[src/hdl/stb_consts.svh]
// Offsets, field positions, reset values and counts of the serial tx block
// Included by the package and the design files
`ifndef STB_CONSTS_SVH
`define STB_CONSTS_SVH
`define STB_ADDR_W          3
`define STB_OFS_HOLD        3'h0
`define STB_OFS_FMT         3'h1
`define STB_OFS_CTL         3'h2
`define STB_OFS_FLAGS       3'h3
`define STB_OFS_DIV         3'h4
`define STB_HOLD_RST        8'hFF
`define STB_FMT_RST         8'h00
`define STB_CTL_RST         8'h00
`define STB_DIV_RST         8'h00
`define STB_FMT_SYNC        7
`define STB_FMT_CHR         6
`define STB_FMT_PE          5
`define STB_FMT_PM          4
`define STB_FMT_STOP        3
`define STB_FMT_MP          2
`define STB_CTL_TE          5
`define STB_CTL_FIVE        0
`define STB_FLG_EMPTY       7
`define STB_FLG_END         2
`define STB_FLG_MPBT        0
`define STB_SRC_SYS         2'h0
`define STB_SRC_SUB         2'h1
`define STB_SRC_DIV16       2'h2
`define STB_SRC_DIV64       2'h3
`define STB_PRE_W           6
`define STB_PRE_16          6'h0F
`define STB_PRE_64          6'h3F
`define STB_FRAME_W         12
`define STB_LEN_W           4
`endif

[src/hdl/stb_pkg.sv]
// Types of the serial tx block
// Relies on stb_consts.svh for widths
`include "stb_consts.svh"
package stb_pkg;
  typedef logic [`STB_ADDR_W-1:0]  stb_addr_t;
  typedef logic [7:0]              stb_byte_t;
  typedef logic [`STB_FRAME_W-1:0] stb_frame_t;
  typedef logic [`STB_LEN_W-1:0]   stb_len_t;
  typedef enum logic {STB_IDLE, STB_SHIFT} stb_state_t;
endpackage : stb_pkg

[src/hdl/stb_tx_if.sv]
// Link between the register side and the tx shifter
// Both ends run on the same clock
`timescale 1ns/1ps
interface stb_tx_if;
  import stb_pkg::*;
  logic       srcTick;
  stb_byte_t  divisor;
  logic       loadValid;
  logic       loadReady;
  stb_frame_t frameBits;
  stb_len_t   frameLen;
  logic       busy;
  logic       serialOut;
  modport ctrl (output srcTick, divisor, loadValid, frameBits, frameLen,
                input loadReady, busy, serialOut);
  modport shifter (input srcTick, divisor, loadValid, frameBits, frameLen,
                   output loadReady, busy, serialOut);
endinterface : stb_tx_if

[src/hdl/stb_tx_shifter.sv]
// Hidden tx shift register: sends a prebuilt frame LSB first
// Assumes one srcTick pulse per prescaled clock, divisor+1 ticks a bit
`timescale 1ns/1ps
`include "stb_consts.svh"
module stb_tx_shifter
(
  // Clock and reset
  input wire logic clk,
  input wire logic rst_n,
  // Link to the register side
  stb_tx_if.shifter tx
);
  import stb_pkg::*;

  stb_state_t state_reg;
  stb_frame_t shift_reg;
  stb_len_t   left_reg;
  stb_byte_t  tick_reg;
  logic       bitEnd;
  logic       take;

  assign bitEnd       = (state_reg == STB_SHIFT) && tx.srcTick
                        && (tick_reg == tx.divisor);
  // Ready one cycle early on the last bit so frames follow gapless
  assign tx.loadReady = (state_reg == STB_IDLE)
                        || (bitEnd && (left_reg == `STB_LEN_W'(1)));
  assign take         = tx.loadValid && tx.loadReady;
  assign tx.busy      = (state_reg == STB_SHIFT);
  assign tx.serialOut = (state_reg == STB_SHIFT) ? shift_reg[0] : 1'b1;

  always_ff @(posedge clk)
  begin
    if (!rst_n)
      state_reg <= STB_IDLE;
    else if (take)
      state_reg <= STB_SHIFT;
    else
    begin
      case (state_reg)
        STB_IDLE:
          state_reg <= STB_IDLE;
        STB_SHIFT:
          if (bitEnd && (left_reg == `STB_LEN_W'(1)))
            state_reg <= STB_IDLE;
        default:
          state_reg <= STB_IDLE;
      endcase
    end
  end

  always_ff @(posedge clk)
  begin
    if (!rst_n)
    begin
      shift_reg <= '1;
      left_reg  <= '0;
    end
    else if (take)
    begin
      shift_reg <= tx.frameBits;
      left_reg  <= tx.frameLen;
    end
    else if (bitEnd)
    begin
      shift_reg <= {1'b1, shift_reg[`STB_FRAME_W-1:1]};
      left_reg  <= left_reg - `STB_LEN_W'(1);
    end
  end

  // Bit timer restarts with each frame
  always_ff @(posedge clk)
  begin
    if (!rst_n || take)
      tick_reg <= '0;
    else if (tx.srcTick && (state_reg == STB_SHIFT))
      tick_reg <= (tick_reg == tx.divisor) ? 8'h00 : tick_reg + 8'h01;
  end
endmodule : stb_tx_shifter

[src/hdl/stb_tx_top.sv]
// Serial transmit buffer, frame format and baud source selection
// Assumes a register port master and synchronous subclock tick input
//
// Summary of operation
// Frame bits leave the shifter LSB first
// No transfer while the empty flag is set
// Shift register has no software address
// Holding byte moves to shifter when empty
// Pending byte follows the current frame gaplessly
// Software writes once after seeing empty flag
// Holding register resets and standby to FF
// Format register resets and standby to zero
// Parity sense even/odd, async with parity
// Parity bit makes data ones even/odd
// Parity sense ignored when parity disabled
// Stop bit count one or two, async
// Receiver checks first stop bit only
// Multiprocessor mode overrides parity settings
// Software keeps multiprocessor off in sync
// Baud source: sub/2, sys/16, sys/64
// Subclock source needs CPU on subclock
// Async length 7, 8 or 5; sync 8
// Empty flag held at one without enable
// Holding write with enable clears empty flag
// Unused high bits of short characters dropped
// Source code 00 selects the system clock
//
// Decided for this implementation: the strobed register port and the placing of the registers.
`timescale 1ns/1ps
`include "stb_consts.svh"
module stb_tx_top
(
  // Clock and reset
  input  wire logic              clk,
  input  wire logic              rst_n,
  // Register port
  input  wire stb_pkg::stb_addr_t regAddr,
  input  wire stb_pkg::stb_byte_t regWdata,
  input  wire logic              regWrite,
  input  wire logic              regRead,
  output stb_pkg::stb_byte_t     regRdata,
  // Power states
  input  wire logic              lowPowerInit,
  input  wire logic              subMode,
  input  wire logic              cpuOnSubclock,
  input  wire logic              subClkTick,
  // Serial line
  output logic                   serialOutPin
);
  import stb_pkg::*;

  stb_tx_if tx ();

  stb_byte_t transmitHolding_reg;
  stb_byte_t serialFormatConfig_reg;
  stb_byte_t ctl_reg;
  stb_byte_t div_reg;
  logic      txEmptyFlag_reg;
  logic      mpbt_reg;
  logic      subHalf_reg;
  logic      [`STB_PRE_W-1:0] pre_reg;
  stb_byte_t rdata_reg;
  logic      serialOut_reg;

  logic      initNow;
  logic      txEnable;
  logic      holdWrite;
  logic      runAllowed;
  logic      transfer;
  logic      [1:0] baudSrc;

  // Frame assembly: start, data, optional parity or mp bit, stops; sync frames are data only
  function automatic stb_frame_t build_frame(input stb_byte_t data,
                                             input stb_byte_t fmt,
                                             input logic five,
                                             input logic mpb);
    stb_frame_t f;
    int         dlen;
    int         pos;
    logic       par;
    f    = '1;
    dlen = fmt[`STB_FMT_SYNC] ? 8 : five ? 5 : fmt[`STB_FMT_CHR] ? 7 : 8;
    par  = fmt[`STB_FMT_PM];
    if (fmt[`STB_FMT_SYNC])
      f[7:0] = data;
    else
    begin
      f[0] = 1'b0;
      for (int i = 0; i < 8; i++)
        if (i < dlen)
        begin
          f[1+i] = data[i];
          par    = par ^ data[i];
        end
      pos = 1 + dlen;
      if (fmt[`STB_FMT_MP])
        f[pos] = mpb;
      else if (fmt[`STB_FMT_PE])
        f[pos] = par;
    end
    return f;
  endfunction : build_frame

  function automatic stb_len_t frame_len(input stb_byte_t fmt,
                                         input logic five);
    int n;
    n = fmt[`STB_FMT_CHR] ? 7 : 8;
    if (five)
      n = 5;
    n = 1 + n + 1;
    if (fmt[`STB_FMT_MP] || fmt[`STB_FMT_PE])
      n = n + 1;
    if (fmt[`STB_FMT_STOP])
      n = n + 1;
    if (fmt[`STB_FMT_SYNC])
      n = 8;
    return stb_len_t'(n);
  endfunction : frame_len

  assign initNow    = !rst_n || lowPowerInit;
  assign txEnable   = ctl_reg[`STB_CTL_TE];
  assign holdWrite  = regWrite && (regAddr == `STB_OFS_HOLD);
  assign baudSrc    = serialFormatConfig_reg[1:0];
  assign runAllowed = !(subMode && (baudSrc == `STB_SRC_SUB)
                        && !cpuOnSubclock);
  assign transfer   = tx.loadValid && tx.loadReady;

  // Shifter is fed only from the holding register
  assign tx.loadValid = txEnable && !txEmptyFlag_reg && runAllowed;
  assign tx.frameBits = build_frame(transmitHolding_reg,
                                    serialFormatConfig_reg,
                                    ctl_reg[`STB_CTL_FIVE], mpbt_reg);
  assign tx.frameLen  = frame_len(serialFormatConfig_reg,
                                  ctl_reg[`STB_CTL_FIVE]);
  assign tx.divisor   = div_reg;

  stb_tx_shifter u_shifter
  (
    .clk   (clk),
    .rst_n (rst_n && !lowPowerInit),
    .tx    (tx.shifter)
  );

  always_ff @(posedge clk)
  begin
    if (initNow)
      transmitHolding_reg <= `STB_HOLD_RST;
    else if (holdWrite)
      transmitHolding_reg <= regWdata;
  end

  always_ff @(posedge clk)
  begin
    if (initNow)
      serialFormatConfig_reg <= `STB_FMT_RST;
    else if (regWrite && (regAddr == `STB_OFS_FMT))
      serialFormatConfig_reg <= regWdata;
  end

  always_ff @(posedge clk)
  begin
    if (initNow)
    begin
      ctl_reg  <= `STB_CTL_RST;
      div_reg  <= `STB_DIV_RST;
      mpbt_reg <= 1'b0;
    end
    else if (regWrite)
    begin
      if (regAddr == `STB_OFS_CTL)
        ctl_reg <= regWdata;
      if (regAddr == `STB_OFS_DIV)
        div_reg <= regWdata;
      if (regAddr == `STB_OFS_FLAGS)
        mpbt_reg <= regWdata[`STB_FLG_MPBT];
    end
  end

  // Empty flag: transfer sets it and wins over a same-cycle write
  always_ff @(posedge clk)
  begin
    if (initNow || !txEnable)
      txEmptyFlag_reg <= 1'b1;
    else if (transfer)
      txEmptyFlag_reg <= 1'b1;
    else if (holdWrite)
      txEmptyFlag_reg <= 1'b0;
  end

  // Baud source prescaler
  always_ff @(posedge clk)
  begin
    if (initNow)
    begin
      pre_reg     <= '0;
      subHalf_reg <= 1'b0;
    end
    else
    begin
      pre_reg <= pre_reg + `STB_PRE_W'(1);
      if (subClkTick)
        subHalf_reg <= !subHalf_reg;
    end
  end

  always_comb
  begin
    case (baudSrc)
      `STB_SRC_SYS:
        tx.srcTick = runAllowed;
      `STB_SRC_SUB:
        tx.srcTick = runAllowed && subClkTick && subHalf_reg;
      `STB_SRC_DIV16:
        tx.srcTick = runAllowed && (pre_reg[3:0] == 4'(`STB_PRE_16));
      `STB_SRC_DIV64:
        tx.srcTick = runAllowed && (pre_reg == `STB_PRE_64);
      default:
        tx.srcTick = 1'b0;
    endcase
  end

  always_ff @(posedge clk)
  begin
    if (!rst_n)
      rdata_reg <= 8'h00;
    else if (regRead)
    begin
      case (regAddr)
        `STB_OFS_HOLD:  rdata_reg <= transmitHolding_reg;
        `STB_OFS_FMT:   rdata_reg <= serialFormatConfig_reg;
        `STB_OFS_CTL:   rdata_reg <= ctl_reg;
        `STB_OFS_DIV:   rdata_reg <= div_reg;
        `STB_OFS_FLAGS:
          rdata_reg <= {txEmptyFlag_reg, 4'h0,
                        txEmptyFlag_reg && !tx.busy, 1'b0, mpbt_reg};
        default:        rdata_reg <= 8'h00;
      endcase
    end
    else
      rdata_reg <= 8'h00;
  end

  always_ff @(posedge clk)
  begin
    if (!rst_n)
      serialOut_reg <= 1'b1;
    else
      serialOut_reg <= tx.serialOut;
  end

  assign regRdata     = rdata_reg;
  assign serialOutPin = serialOut_reg;
endmodule : stb_tx_top

[config.mk]
export PLATFORM = sky130hd
export DESIGN_NAME = stb_tx_top
export DESIGN_NICKNAME = d
export VERILOG_FILES = /design/src/hdl/stb_pkg.sv /design/src/hdl/stb_tx_if.sv /design/src/hdl/stb_tx_shifter.sv /design/src/hdl/stb_tx_top.sv
export VERILOG_INCLUDE_DIRS = /design/src /design/src/hdl
export SDC_FILE = /design/constraint.sdc
export NUM_CORES = 1
export LEC_CHECK = 0
export BUFFER_PORTS_ARGS = -buffer_cell sky130_fd_sc_hd__buf_2
export CORE_UTILIZATION = 48
export DETAILED_ROUTE_END_ITERATION = 8
export PLACE_DENSITY_LB_ADDON = 0.05
export REMOVE_ABC_BUFFERS = 1
export SLEW_MARGIN = 20
export SYNTH_ARGS = -nofsm -noshare
export SYNTH_HDL_FRONTEND = slang
export SYNTH_HIERARCHICAL = 1
export SYNTH_SLANG_ARGS = --single-unit
export TNS_END_PERCENT = 10
[constraint.sdc]
create_clock -name clk -period 3.05 [get_ports clk]
set_input_delay 0.61 -clock clk [delete_from_list [all_inputs] [get_ports clk]]
set_output_delay 0.61 -clock clk [all_outputs]
set_load 0.02 [all_outputs]
# Word-level counts from Yosys, hierarchy flattened
# Cells that the tools add are included.
[op_classes]
add_sub_neg = 8
order_cmp = 10
eq_ne = 11
mux = 56
bitwise_logic = 9
n_reduce_logical = 40
[ops]
columns = ["op", "count"]
rows = [
  ["$lt A4 B32 Y1 const A", 4],
  ["$lt A3 B32 Y1 const A", 2],
  ["$mux W12", 4],
  ["$pmux W8 S5", 1],
  ["$mux W1", 35],
  ["$add A2 B32 Y32 const A", 1],
  ["$ge A32 B1 Y1 const B", 1],
  ["$lt A1 B32 Y1 const A", 1],
  ["$lt A2 B32 Y1 const A", 1],
  ["$lt A32 B6 Y1 const B", 1],
  ["$mux W32", 1],
  ["$mux W4", 8],
  ["$bwmux W12", 2],
  ["$logic_and A1 B1 Y1", 17],
  ["$mux W8", 2],
  ["$add A4 B2 Y4 const B", 3],
  ["$reduce_and A2 Y1", 5],
  ["$logic_not A1 Y1", 9],
  ["$add A8 B1 Y8 const B", 1],
  ["$eq A8 B8 Y1", 1],
  ["$xor A1 B1 Y1", 8],
  ["$add A6 B1 Y6 const B", 1],
  ["$eq A3 B2 Y1 const B", 2],
  ["$eq A6 B6 Y1 const B", 1],
  ["17 further kinds", 22],
]
[totals]
reg_bits = 75
in_bits = 19
out_inout_bits = 9
word_cells = 148

# Longest topological paths before layout
# Gate-level depths: netlist of the first run.
[logic_depth]
word_depth = 32
depth_mapped = 12
depth_no_buf = 11

# Cells and area by module
# Netlist of the first run, hierarchy kept.
[modules_own_cells]
columns = ["mod", "instances", "cells_each", "area_per_inst_um2"]
rows = [
  ["stb_tx_top", 1, 328, 2491.1],
  ["stb_tx_shifter", 1, 167, 1403.8],
]

# Worst setup path before layout of the first run
# Ideal clock, no wire load.
[synth_timing]
path_type = "reg-to-reg"
from = "reg ctl_reg[0]"
to = "reg u_shifter.shift_reg[9]"
setup_time_ns = 0.131
t_arrival_ns = 2.306
required_ns = 2.919
slack_ns = 0.613
stages_incl_launch_ff = 13
period_less_slack_ns = 2.437
path_cell_list = "dfxtp_1 -> clkbuf_1 -> nor2_1 -> nor2_1 -> ha_1 -> nor2b_1 -> xnor2_1 -> xnor3_1 -> xor2_1 -> nor3b_2 -> o2111ai_1 -> nor2_1 -> o21ai_1"
[synth_via]
elab_chain_cells = 31
word_cells_on_any_way = 45
cone_classes = "add/sub: 1; order compare: 10; mux: 26; bitwise: 7; reduce/logical: 1"
[synth_rtl]
columns = ["item", "line_no", "text"]
rows = [
  ["start: declaration", "stb_tx_top.sv:56", "stb_byte_t ctl_reg;"],
  ["start signal: assignment", "stb_tx_top.sv:164", "ctl_reg <= `STB_CTL_RST;"],
  ["start signal: assignment", "stb_tx_top.sv:171", "ctl_reg <= regWdata;"],
  ["$mux W4 (*)", "stb_tx_top.sv:82", "dlen = fmt[`STB_FMT_SYNC] ? 8 : five ? 5 : fmt[`STB_FMT_CHR] ? 7 : 8;"],
  ["$mux W32 (*)", "stb_tx_top.sv:82", ""],
  ["$lt A1 B32 Y1", "stb_tx_top.sv:90", "if (i < dlen)"],
  ["$mux W1", "stb_tx_top.sv:90", ""],
  ["$mux W1", "stb_tx_top.sv:84", "if (fmt[`STB_FMT_SYNC])"],
  ["$xor A1 B1 Y1", "stb_tx_top.sv:93", "par = par ^ data[i];"],
  ["$mux W1", "stb_tx_top.sv:90", ""],
  ["$mux W1", "stb_tx_top.sv:84", ""],
  ["[16 not listed]", "n/a", ""],
  ["$mux W1", "stb_tx_top.sv:90", ""],
  ["$mux W1", "stb_tx_top.sv:84", ""],
  ["$bwmux W12", "stb_tx_top.sv:99", "f[pos] = par;"],
  ["$mux W12", "stb_tx_top.sv:98", "else if (fmt[`STB_FMT_PE])"],
  ["$mux W12 (*)", "stb_tx_top.sv:96", "if (fmt[`STB_FMT_MP])"],
  ["$mux W4 (*)", "stb_tx_top.sv:84", ""],
  ["net tx.frameBits[9]", "stb_tx_if.sv:10", "stb_frame_t frameBits;"],
  ["$mux W12 (*)", "stb_tx_shifter.sv:58", "else if (take)"],
  ["end signal: assignment", "stb_tx_shifter.sv:60", "shift_reg <= tx.frameBits;"],
  ["end signal: assignment", "stb_tx_shifter.sv:65", "shift_reg <= {1'b1, shift_reg[`STB_FRAME_W-1:1]};"],
  ["end: declaration", "stb_tx_shifter.sv:16", "stb_frame_t shift_reg;"],
]
# Mark *: on every way through the listed nets, which the timed path passes. The rest lies on a longest branch. The select of a mux whose other input is x is not followed.
# A chain may end at the register's enable or synchronous reset.

# Worst setup path in the final report of the first run
# Same ends and word-level chain as after synthesis.

==> results of run 1 <==
==> worst reg2reg max path: stages (launching register included) <==
cell and delay (ns):
dfxtp_1 0.55, nor2_1 0.15, nor2_1 0.24, ha_1 0.21, nor2b_1 0.05, xnor2_1 0.13
xnor3_1 0.48, xor2_1 0.19, nor3b_2 0.19, o2111ai_1 0.13, nor2_1 0.12, o21ai_1 0.07
==> layer usage <==
metal	global-route usage (%)	share of wire, %
met1	37.84	46
met2	41.04	45
met3	5.473	6.5
met4	9.505	1.9
met5	0	0
==> worst max path at each step <==
stage                                        end  slack, ns
after global routing      u_shifter/shift_reg[9]       0.16
after CTS                 u_shifter/shift_reg[9]       0.41
final                     u_shifter/shift_reg[9]       0.40
after floorplan            u_shifter/left_reg[1]       0.45
after global placement    u_shifter/shift_reg[9]       0.54
after detailed placement  u_shifter/shift_reg[9]       0.43
==> final cells by class <==
cell class	count	area (um^2)	share of cell area [%]
Sequential cell	75	1501	34.70
Multi-Input combinational cell	370	2176	50.29
Inverter	21	78.83	1.822
Clock inverter	6	87.58	2.024
Clock buffer	10	137.6	3.181
Timing Repair Buffer	38	217.7	5.032
Tap cell	102	127.6	2.950
==> cell families after synthesis <==
logic type / count (synthesis) / share of synthesized area, %
simple gates: 202 / 23.61
xor+xnor: 30 / 7.099
flops: 75 / 38.55
mux: 14 / 4.080
other cells: 1 / 0.09628
fa+ha+maj: 7 / 2.249
compound gates: 115 / 18.63
buf+inv: 51 / 5.686
==> cell usage in the layout (no fill, tap or decap), drive strengths merged, types with 7 or more instances in the layout <==
master,count
nand2,86
dfxtp,75
nor2,54
a21oi,54
buf,38
inv,22
o21ai,22
nand3,19
xor2,16
xnor2,13
o221a,11
clkbuf,10
mux2i,8
nor3,8
a31oi,8
nand2b,7
and3,7
ha,7
==> metrics by stage <==
step                cell area [um^2]  util (%)  total power [mW]
floorplan                       3756         -             1.090
global placement                4101     52.53             1.153
detailed placement              4101     52.53             1.153
CTS                             4327     55.42             2.018
global route                    4327     55.42             2.086
finish                          4327     55.42             2.003
==> power groups by stage <==
stage	Clock (mW)	Combinational, mW	Sequential, mW
floorplan	0	0.0730	1.02
global placement	0	0.136	1.02
detailed placement	0	0.136	1.02
CTS	0.888	0.137	0.994
global route	0.940	0.151	0.995
finish	0.871	0.138	0.994
==> impl_metrics.tcl, run 1 <==
set metrics [dict create \
    run_status "finished clean" \
    max-vdd-ir-drop_uv 323.4 \
    rr_startpoint "ctl_reg[0]" \
    drt-vias-per-instance 5.675 \
    p_comb_share_pct 6.9 \
    num_rows 32 \
    ys_seq_elements 75 \
    die_w_um 92.08 \
    yosys_warnings 6 \
    worstPathMaxFanout 12 \
    netlist_top_cells_area "dfxtp_1 (39%), nand2_1 (8.2%), a21oi_1 (6.8%)" \
    synth_commonest_cells "nand2_1 (85), dfxtp_1 (75), nor2_1 (54), a21oi_1 (53), inv_1 (21)" \
    yosysMostFrequentCell "nand2_1" \
    rsz0062_at_grt "no" \
    antenna_found_initial 0 \
    drv_cap 0 \
    fp.coreArea_mm2 0.007807 \
    final_cells 622 \
    io_pins 28 \
    overflow 0 \
    powerDensity_mw_per_mm2 463.0 \
    min_path_cells 1 \
    ctsHoldBuffers 0 \
    regToRegEndpoint "u_shifter/shift_reg[9]" \
    fin_crit_sh_pct 86.83 \
    num_vias 3530 \
    drc_errors 0 \
    synth.largest_area_cell "dfxtp_1" \
    synth-edff-count 0 \
    clock_path_buffers 2 \
    slowest_stage "dfxtp_1" \
    clk_pin_slew_ns 0.08 \
    hold_class "flop to flop" \
    worstSetupEndpointType "flop" \
    drt_iter0_markers 255 \
    wl_per_cell_um 16.89 \
    largest_register_ffs 12 \
    crit_path_frequent_cell "nor2_1" \
    ant_nets 0 \
    setup_viol 0 \
    critPathTopFamily "XOR/XNOR gates" \
    drive_gt1_share_pct 13.08 \
    leakagePower_nw 1.746 \
    hold_end "txEmptyFlag_reg" \
    p_int_mw 1.517 \
    synthCells 495 \
    die_h_um 92.08 \
    hold_start "ctl_reg[5]" \
    nets 541 \
    syn_avg_cell_area_um2 7.869 \
    cts_tree "yes" \
    startpoint_type "flop" \
    post_cts_buffers 0 \
    grt_pass1_wl_mm 17.62 \
    switching_share_pct 24.27 \
    cts_root_buffer "clkbuf_8" \
    hold_ws_ns 0.4488 \
    ctsHtreeMaxLevel 3 \
    synth_flop_cell "dfxtp_1" \
    antenna_cells 0 \
    synth.distinct_cells 53 \
    synth_top_area_share_pct 38.55 \
    port_buffers 27 \
    drv_slew 0 \
    first_pass_iters 5 \
    dieArea_mm2 0.008479 \
    gp_congestion 0.9079 \
    setup_ws_ns 0.4018 \
    final_hold_viol_count 0 \
    clock_sinks 75 \
    max_freq_mhz 377.6 \
    r2r_slack_ns 0.40 \
    path_buf_inv 0 \
    fin_skew_ns 0.01047 \
    grt_max_degree 32 \
    crit_start "ctl_reg[0]" \
    worstMarginPinSlew_ns 0.6846 \
    crit_chain "nor2_1, nor2_1, ha_1, nor2b_1, xnor2_1, xnor3_1, xor2_1, nor3b_2, o2111ai_1, nor2_1, o21ai_1" \
    synthToLayoutAreaGrowth_pct 11.08 \
    yosysSeqAreaShare_pct 38.55 \
    clk_latency_ns 0.35 \
    fin_tns_setup_ns 0 \
    dpl_worst_slack_ns 0.4315 \
    synthArstFlopShare_pct 0 \
    cp_slowest_stage_delay_ns 0.55 \
    dp.cells 606 \
    ctsResizeCount 0 \
    initial_core_util_pct 49.89 \
    drt_wl_total_mm 10.50 \
    power_switching_uw 486.2 \
    netlist_area_mm2 0.003895 \
    cts_inserted_buffers 9 \
    cp_data_arrival_time_ns 2.86 \
    grt_pass1_vias 3332 \
    path_class "flop to flop" \
    period_minus_slack_ns 2.648 \
    dp_hpwl_mm 7.396 \
    power_frac_seq_pct 49.6 \
    crit_required_ns 3.26 \
    relSlewSlack_pct 54.16 \
    crit_cells 11 \
    clock_power_share_pct 43.5 \
    fillers 763 \
    worstRegToRegCells 11 \
    grt.total_usage_pct 27.01 \
]
No activity file was read; power rests on OpenSTA's default activity.
==> inputs of run 2 (changes only) <==
--- a/config.mk
+++ b/config.mk
@@ -7,6 +7,7 @@
 export NUM_CORES = 1
 export LEC_CHECK = 0
 export BUFFER_PORTS_ARGS = -buffer_cell sky130_fd_sc_hd__buf_2
+export CORE_MARGIN = 10
 export CORE_UTILIZATION = 48
 export DETAILED_ROUTE_END_ITERATION = 8
 export PLACE_DENSITY_LB_ADDON = 0.05
==> constraint.sdc (replaced) <==
create_clock -name clk -period 3.3 [get_ports clk]
set_input_delay 0.66 -clock clk [delete_from_list [all_inputs] [get_ports clk]]
set_output_delay 0.66 -clock clk [all_outputs]
set_load 0.02 [all_outputs]
==> run 2 against run 1 <==
Clock skew shrank 0.0026 ns; final area shrank 0.72%; worst setup slack gained 0.12 ns.
==> impl_metrics.tcl, run 2 (same netlist as run 1, synthesis figures left out) <==
set metrics [dict create \
    run_status "finished clean" \
    hold_class "flop to flop" \
    initial_core_util_pct 49.89 \
    ctsHtreeMaxLevel 3 \
    final_common_cell "nand2_1" \
    drive_gt1_share_pct 12.69 \
    power_frac_seq_pct 52.3 \
    grt_max_degree 32 \
    max_freq_mhz 359.4 \
    io_pins 28 \
    period_minus_slack_ns 2.783 \
    switching_share_pct 25.44 \
    fin_skew_ns 0.007916 \
    cts_inserted_buffers 9 \
    worstSetupEndpointType "flop" \
    drt-vias-per-instance 5.548 \
    crit_path_frequent_cell "nor2_1" \
    grt.total_usage_pct 17.46 \
    clock_sinks 75 \
    path_class "flop to flop" \
    hold_ws_ns 0.4384 \
    post_cts_buffers 0 \
    p_comb_share_pct 7.1 \
    worstPathMaxFanout 12 \
    drt_iter0_markers 148 \
    drv_slew 0 \
    port_buffers 27 \
    synthToLayoutAreaGrowth_pct 10.28 \
    grt_pass1_wl_mm 16.77 \
    num_rows 32 \
    dp_hpwl_mm 7.340 \
    fin_tns_setup_ns 0 \
    crit_chain "nor2_1, nor2_1, ha_1, nor2b_1, xnor2_1, xnor3_1, xor2_1, nor3b_2, o2111ai_1, nor2_1, o21ai_1" \
    dpl_cell_area_mm2 0.004101 \
    first_pass_iters 4 \
    final_cell_mix "nand2_1 (85), dfxtp_1 (75), nor2_1 (54)" \
    clock_path_buffers 2 \
    drv_cap 0 \
    drc_errors 0 \
    crit_required_ns 3.52 \
    ctsHoldBuffers 0 \
    drt_wl_total_mm 10.26 \
    finalInstanceArea_mm2 0.004295 \
    dieArea_mm2 0.01212 \
    clk_latency_ns 0.35 \
    slowest_stage "dfxtp_1" \
    rsz0062_at_grt "no" \
    p_int_mw 1.308 \
    num_vias 3451 \
    startpoint_type "flop" \
    clock_power_share_pct 40.5 \
    largest_register_ffs 12 \
    die_h_um 110.1 \
    fin_crit_sh_pct 84.32 \
    antenna_found_initial 0 \
    power_switching_uw 446.4 \
    grt_pass1_vias 3247 \
    wl_per_cell_um 16.50 \
    leakagePower_nw 1.719 \
    nets 541 \
    gp_congestion 0.9312 \
    cts_tree "yes" \
    cts_root_buffer "clkbuf_8" \
    worstMarginPinSlew_ns 0.6967 \
    max-vdd-ir-drop_uv 255.3 \
    power_mw 1.755 \
    cp_data_arrival_time_ns 3.01 \
    powerDensity_mw_per_mm2 408.5 \
    setup_viol 0 \
    die_w_um 110.1 \
    cp_slowest_stage_delay_ns 0.57 \
    overflow 0 \
    fp.coreArea_mm2 0.007807 \
    antenna_cells 0 \
    ctsResizeCount 0 \
    final_hold_viol_count 0 \
    relSlewSlack_pct 53.35 \
    fillers 779 \
    ant_nets 0 \
    clk_pin_slew_ns 0.08 \
]
run 2: changes by cell type in the layout (fill, tap and decap cells not counted), sizes merged:
cell	before	now
clkbuf	10	11
bufinv	2	1
clkinv	3	1
clkinvlp	0	2
run 2: cell type report:
class,count,area [um^2],area share (%)
inverter,21,78.83,1.835
multi-input combinational,370,2176,50.66
clock buffer,11,131.4,3.059
timing repair buffer,38,217.7,5.068
clock inverter,5,62.56,1.456
sequential,75,1501,34.95
tap,102,127.6,2.971
run 2: worst paths after layout:
path	start	endpoint	slack, ns	cells past startpoint
setup / recovery	ctl_reg[0]	u_shifter/shift_reg[9]	0.52	11
setup reg to reg	ctl_reg[0]	u_shifter/shift_reg[9]	0.52	11
hold reg to reg	ctl_reg[5]	txEmptyFlag_reg	0.44	1
hold / removal	ctl_reg[5]	txEmptyFlag_reg	0.44	1
run 2: power by group through the flow:
stage	sequential, mW	combinational [mW]	clock (mW)
floorplan	0.940	0.0675	0
global placement	0.940	0.124	0
detailed placement	0.940	0.123	0
CTS	0.918	0.124	0.727
global route	0.920	0.138	0.766
finish	0.918	0.125	0.711
run 2: critical path, delay by kind of cell, from the launching register on:
family	cells	cell delay [ns]
DFF	1	0.57
AOI/OAI and AO/OA	2	0.23
and+or+nand+nor	5	0.84
adders and majority gates	1	0.22
xor gates and xnor gates	3	0.80
run 2: stage by stage:
step / worst slack [ns] / utilization [%] / instances
final: 0.5174 / 55.02 / 622
after CTS: 0.5464 / 55.02 / 622
after global placement: 0.5856 / 52.53 / 606
after floorplan: 0.6481 / - / 466
after detailed placement: 0.5797 / 52.53 / 606
after global routing: 0.2949 / 55.02 / 622
run 2: per-layer routing:
metal	wire length [um]	global-route usage, %	share of wire (%)	vias up
li1	-	-	-	1752
met1	5121	24.24	50	1600
met2	4558	26.63	44	89
met3	481	4.063	4.7	10
met4	101	4.368	0.98	0
met5	0	0	0	-
==> inputs of run 3 (changes only) <==
--- a/config.mk
+++ b/config.mk
@@ -6,6 +6,7 @@
 export SDC_FILE = /design/constraint.sdc
 export NUM_CORES = 1
 export LEC_CHECK = 0
+export ABC_AREA = 1
 export BUFFER_PORTS_ARGS = -buffer_cell sky130_fd_sc_hd__buf_2
 export CORE_MARGIN = 10
 export CORE_UTILIZATION = 48
==> constraint.sdc (replaced) <==
create_clock -name clk -period 2.7 [get_ports clk]
set_input_delay 0.54 -clock clk [delete_from_list [all_inputs] [get_ports clk]]
set_output_delay 0.54 -clock clk [all_outputs]
set_load 0.02 [all_outputs]
==> run 3 against run 2 <==
Clock skew up 0.00051 ns; die area rose by 2.6%; sequential share of layout area shrank 1.1 points; critical path depth rose by 3.
==> impl_metrics.tcl, run 3 <==
set metrics [dict create \
    run_status "finished clean" \
    regToRegEndpoint "u_shifter/tick_reg[0]" \
    grt_pass1_wl_mm 17.70 \
    drv_slew 0 \
    setup_viol 0 \
    drv_cap 0 \
    num_vias 3792 \
    dpl_worst_slack_ns 0.3609 \
    hold_end "subHalf_reg" \
    drt-vias-per-instance 5.223 \
    fin_crit_sh_pct 86.76 \
    met2_length_mm 4.551 \
    crit_required_ns 2.94 \
    powerDensity_mw_per_mm2 516.3 \
    grt.total_usage_pct 16.87 \
    path_class "flop to flop" \
    worstPathMaxFanout 41 \
    wl_per_cell_um 14.58 \
    min_path_cells 3 \
    worstRegToRegCells 14 \
    synthArstFlopShare_pct 0 \
    ant_nets 0 \
    synth_commonest_cells "nand2_1 (130), dfxtp_1 (75), nor2_1 (70), inv_1 (68), nand3_1 (57)" \
    cp_data_arrival_time_ns 2.58 \
    rr_startpoint "pre_reg[0]" \
    final_common_cell "nand2_1" \
    yosysMostFrequentCell "nand2_1" \
    die_w_um 111.5 \
    ctsHtreeMaxLevel 3 \
    dp.cells 710 \
    setup_ws_ns 0.3575 \
    clock_sinks 75 \
    antenna_cells 0 \
    wl_met3_um 530 \
    cts_inserted_buffers 9 \
    worstSetupEndpointType "flop" \
    ctsHoldBuffers 0 \
    netlist_area_mm2 0.004019 \
    ctsResizeCount 0 \
    antenna_found_initial 0 \
    synth.distinct_cells 42 \
    synthCells 593 \
    max_freq_mhz 426.9 \
    nets 642 \
    cts_root_buffer "clkbuf_8" \
    first_pass_iters 5 \
    clk_latency_ns 0.35 \
    hold_class "input pin to flop" \
    final_cells 726 \
    top_layer "met4" \
    clk_pin_slew_ns 0.08 \
    final_hold_viol_count 0 \
    dp_hpwl_mm 7.852 \
    synth_flop_cell "dfxtp_1" \
    drive_gt1_share_pct 13.20 \
    num_rows 33 \
    max-vdd-ir-drop_uv 258.8 \
    clock_path_buffers 2 \
    synth_top_area_share_pct 37.36 \
    fin_skew_ns 0.008421 \
    worstMarginPinSlew_ns 0.5597 \
    cts_tree "yes" \
    period_minus_slack_ns 2.342 \
    leakagePower_nw 1.978 \
    largest_register_ffs 12 \
    gp_congestion 0.8799 \
    syn_avg_cell_area_um2 6.777 \
    startpoint_type "flop" \
    ys_seq_elements 75 \
    relSlewSlack_pct 62.55 \
    synth.largest_area_cell "dfxtp_1" \
    port_buffers 27 \
    io_pins 28 \
    die_h_um 111.5 \
    fillers 864 \
    initial_core_util_pct 49.16 \
    yosysSeqAreaShare_pct 37.36 \
    drt_iter0_markers 270 \
    netlist_top_cells_area "dfxtp_1 (37%), nand2_1 (12%), nand3_1 (7.1%)" \
    overflow 0 \
    r2r_slack_ns 0.36 \
    grt_pass1_vias 3545 \
    fp.coreArea_mm2 0.008175 \
    final_cell_mix "nand2_1 (130), dfxtp_1 (75), nor2_1 (69)" \
    rsz0062_at_grt "no" \
    hold_start "subClkTick" \
    yosys_warnings 6 \
    synthToLayoutAreaGrowth_pct 10.34 \
    post_cts_buffers 0 \
    drc_errors 0 \
    grt_max_degree 42 \
    wl_met1_mm 5.222 \
    drt_wl_total_mm 10.58 \
    dieArea_mm2 0.01243 \
    synth-edff-count 0 \
]
==> run 3: cell type report <==
type / instances / area [um^2] / share of cell area [%]
repair buffers: 31 / 177.7 / 4.007
inverters: 79 / 299.0 / 6.744
clock inverters: 5 / 85.08 / 1.919
clock buffers: 11 / 141.4 / 3.188
flip-flops and latches: 75 / 1501 / 33.86
multi-input cells: 420 / 2098 / 47.32
well taps: 105 / 131.4 / 2.963
==> run 3: kinds of logic (layout without fill, tap and decap cells) <==
| group | Yosys count | in the layout | synth area share, % |
|---|---|---|---|
| flops | 75 | 75 | 37.36 |
| other cells | 1 | 2 | 0.09331 |
| buf+inv | 99 | 126 | 10.71 |
| fa+ha+maj | 7 | 7 | 2.179 |
| simple gates | 292 | 292 | 32.35 |
| xor+xnor | 6 | 6 | 1.308 |
| compound gates | 113 | 113 | 16.00 |
==> run 3: worst max-delay path by stage <==
stage | from | endpoint | slack, ns | cells after the start
after floorplan | rst_n | u_shifter/tick_reg[7] | -0.07 | 4
after global placement | subMode | u_shifter/tick_reg[7] | 0.43 | 13
after detailed placement | subMode | u_shifter/tick_reg[7] | 0.36 | 13
after CTS | pre_reg[0] | u_shifter/tick_reg[0] | 0.36 | 14
after global routing | pre_reg[0] | u_shifter/tick_reg[6] | 0.05 | 15
final | pre_reg[0] | u_shifter/tick_reg[0] | 0.36 | 14
==> run 3: metrics by stage <==
stage                     instance area, um^2  hold slack, ns  power [mW]  util, %  TNS (ns)
after floorplan                          3891          0.4129       1.251        -   -0.1022
after detailed placement                 4208          0.4311       1.319    51.47         0
after CTS                                4434          0.4303       2.300    54.24         0
after global placement                   4208          0.4293       1.316    51.47         0
after global routing                     4434          0.4710       2.360    54.24         0
final                                    4434          0.4266       2.289    54.24         0
==> run 3: power breakdown <==
| group | internal [mW] | switching [mW] | total (mW) |
|---|---|---|---|
| Clock | 0.551 | 0.445 | 0.996 |
| Sequential | 1.12 | 0.00910 | 1.13 |
| Combinational | 0.0511 | 0.116 | 0.167 |
==> run 3: per-layer routing <==
metal	vias up	global-route usage (%)
met5	-	0
met2	92	24.93
met4	0	6.598
met3	22	3.328
met1	1710	23.45
li1	1968	-
==> run 3: worst max-delay path, cell delays in order, from the launching register on <==
cell and delay [ns]:
dfxtp_1 0.35, ha_1 0.17, nand2_1 0.06, inv_1 0.07
nand2_1 0.07, o21ai_0 0.14, nand2_1 0.10, inv_1 0.07
nand2_1 0.09, inv_2 0.25, nand3_2 0.14, nand2_4 0.12
nand2_4 0.23, nand2_1 0.30, nor2_1 0.07
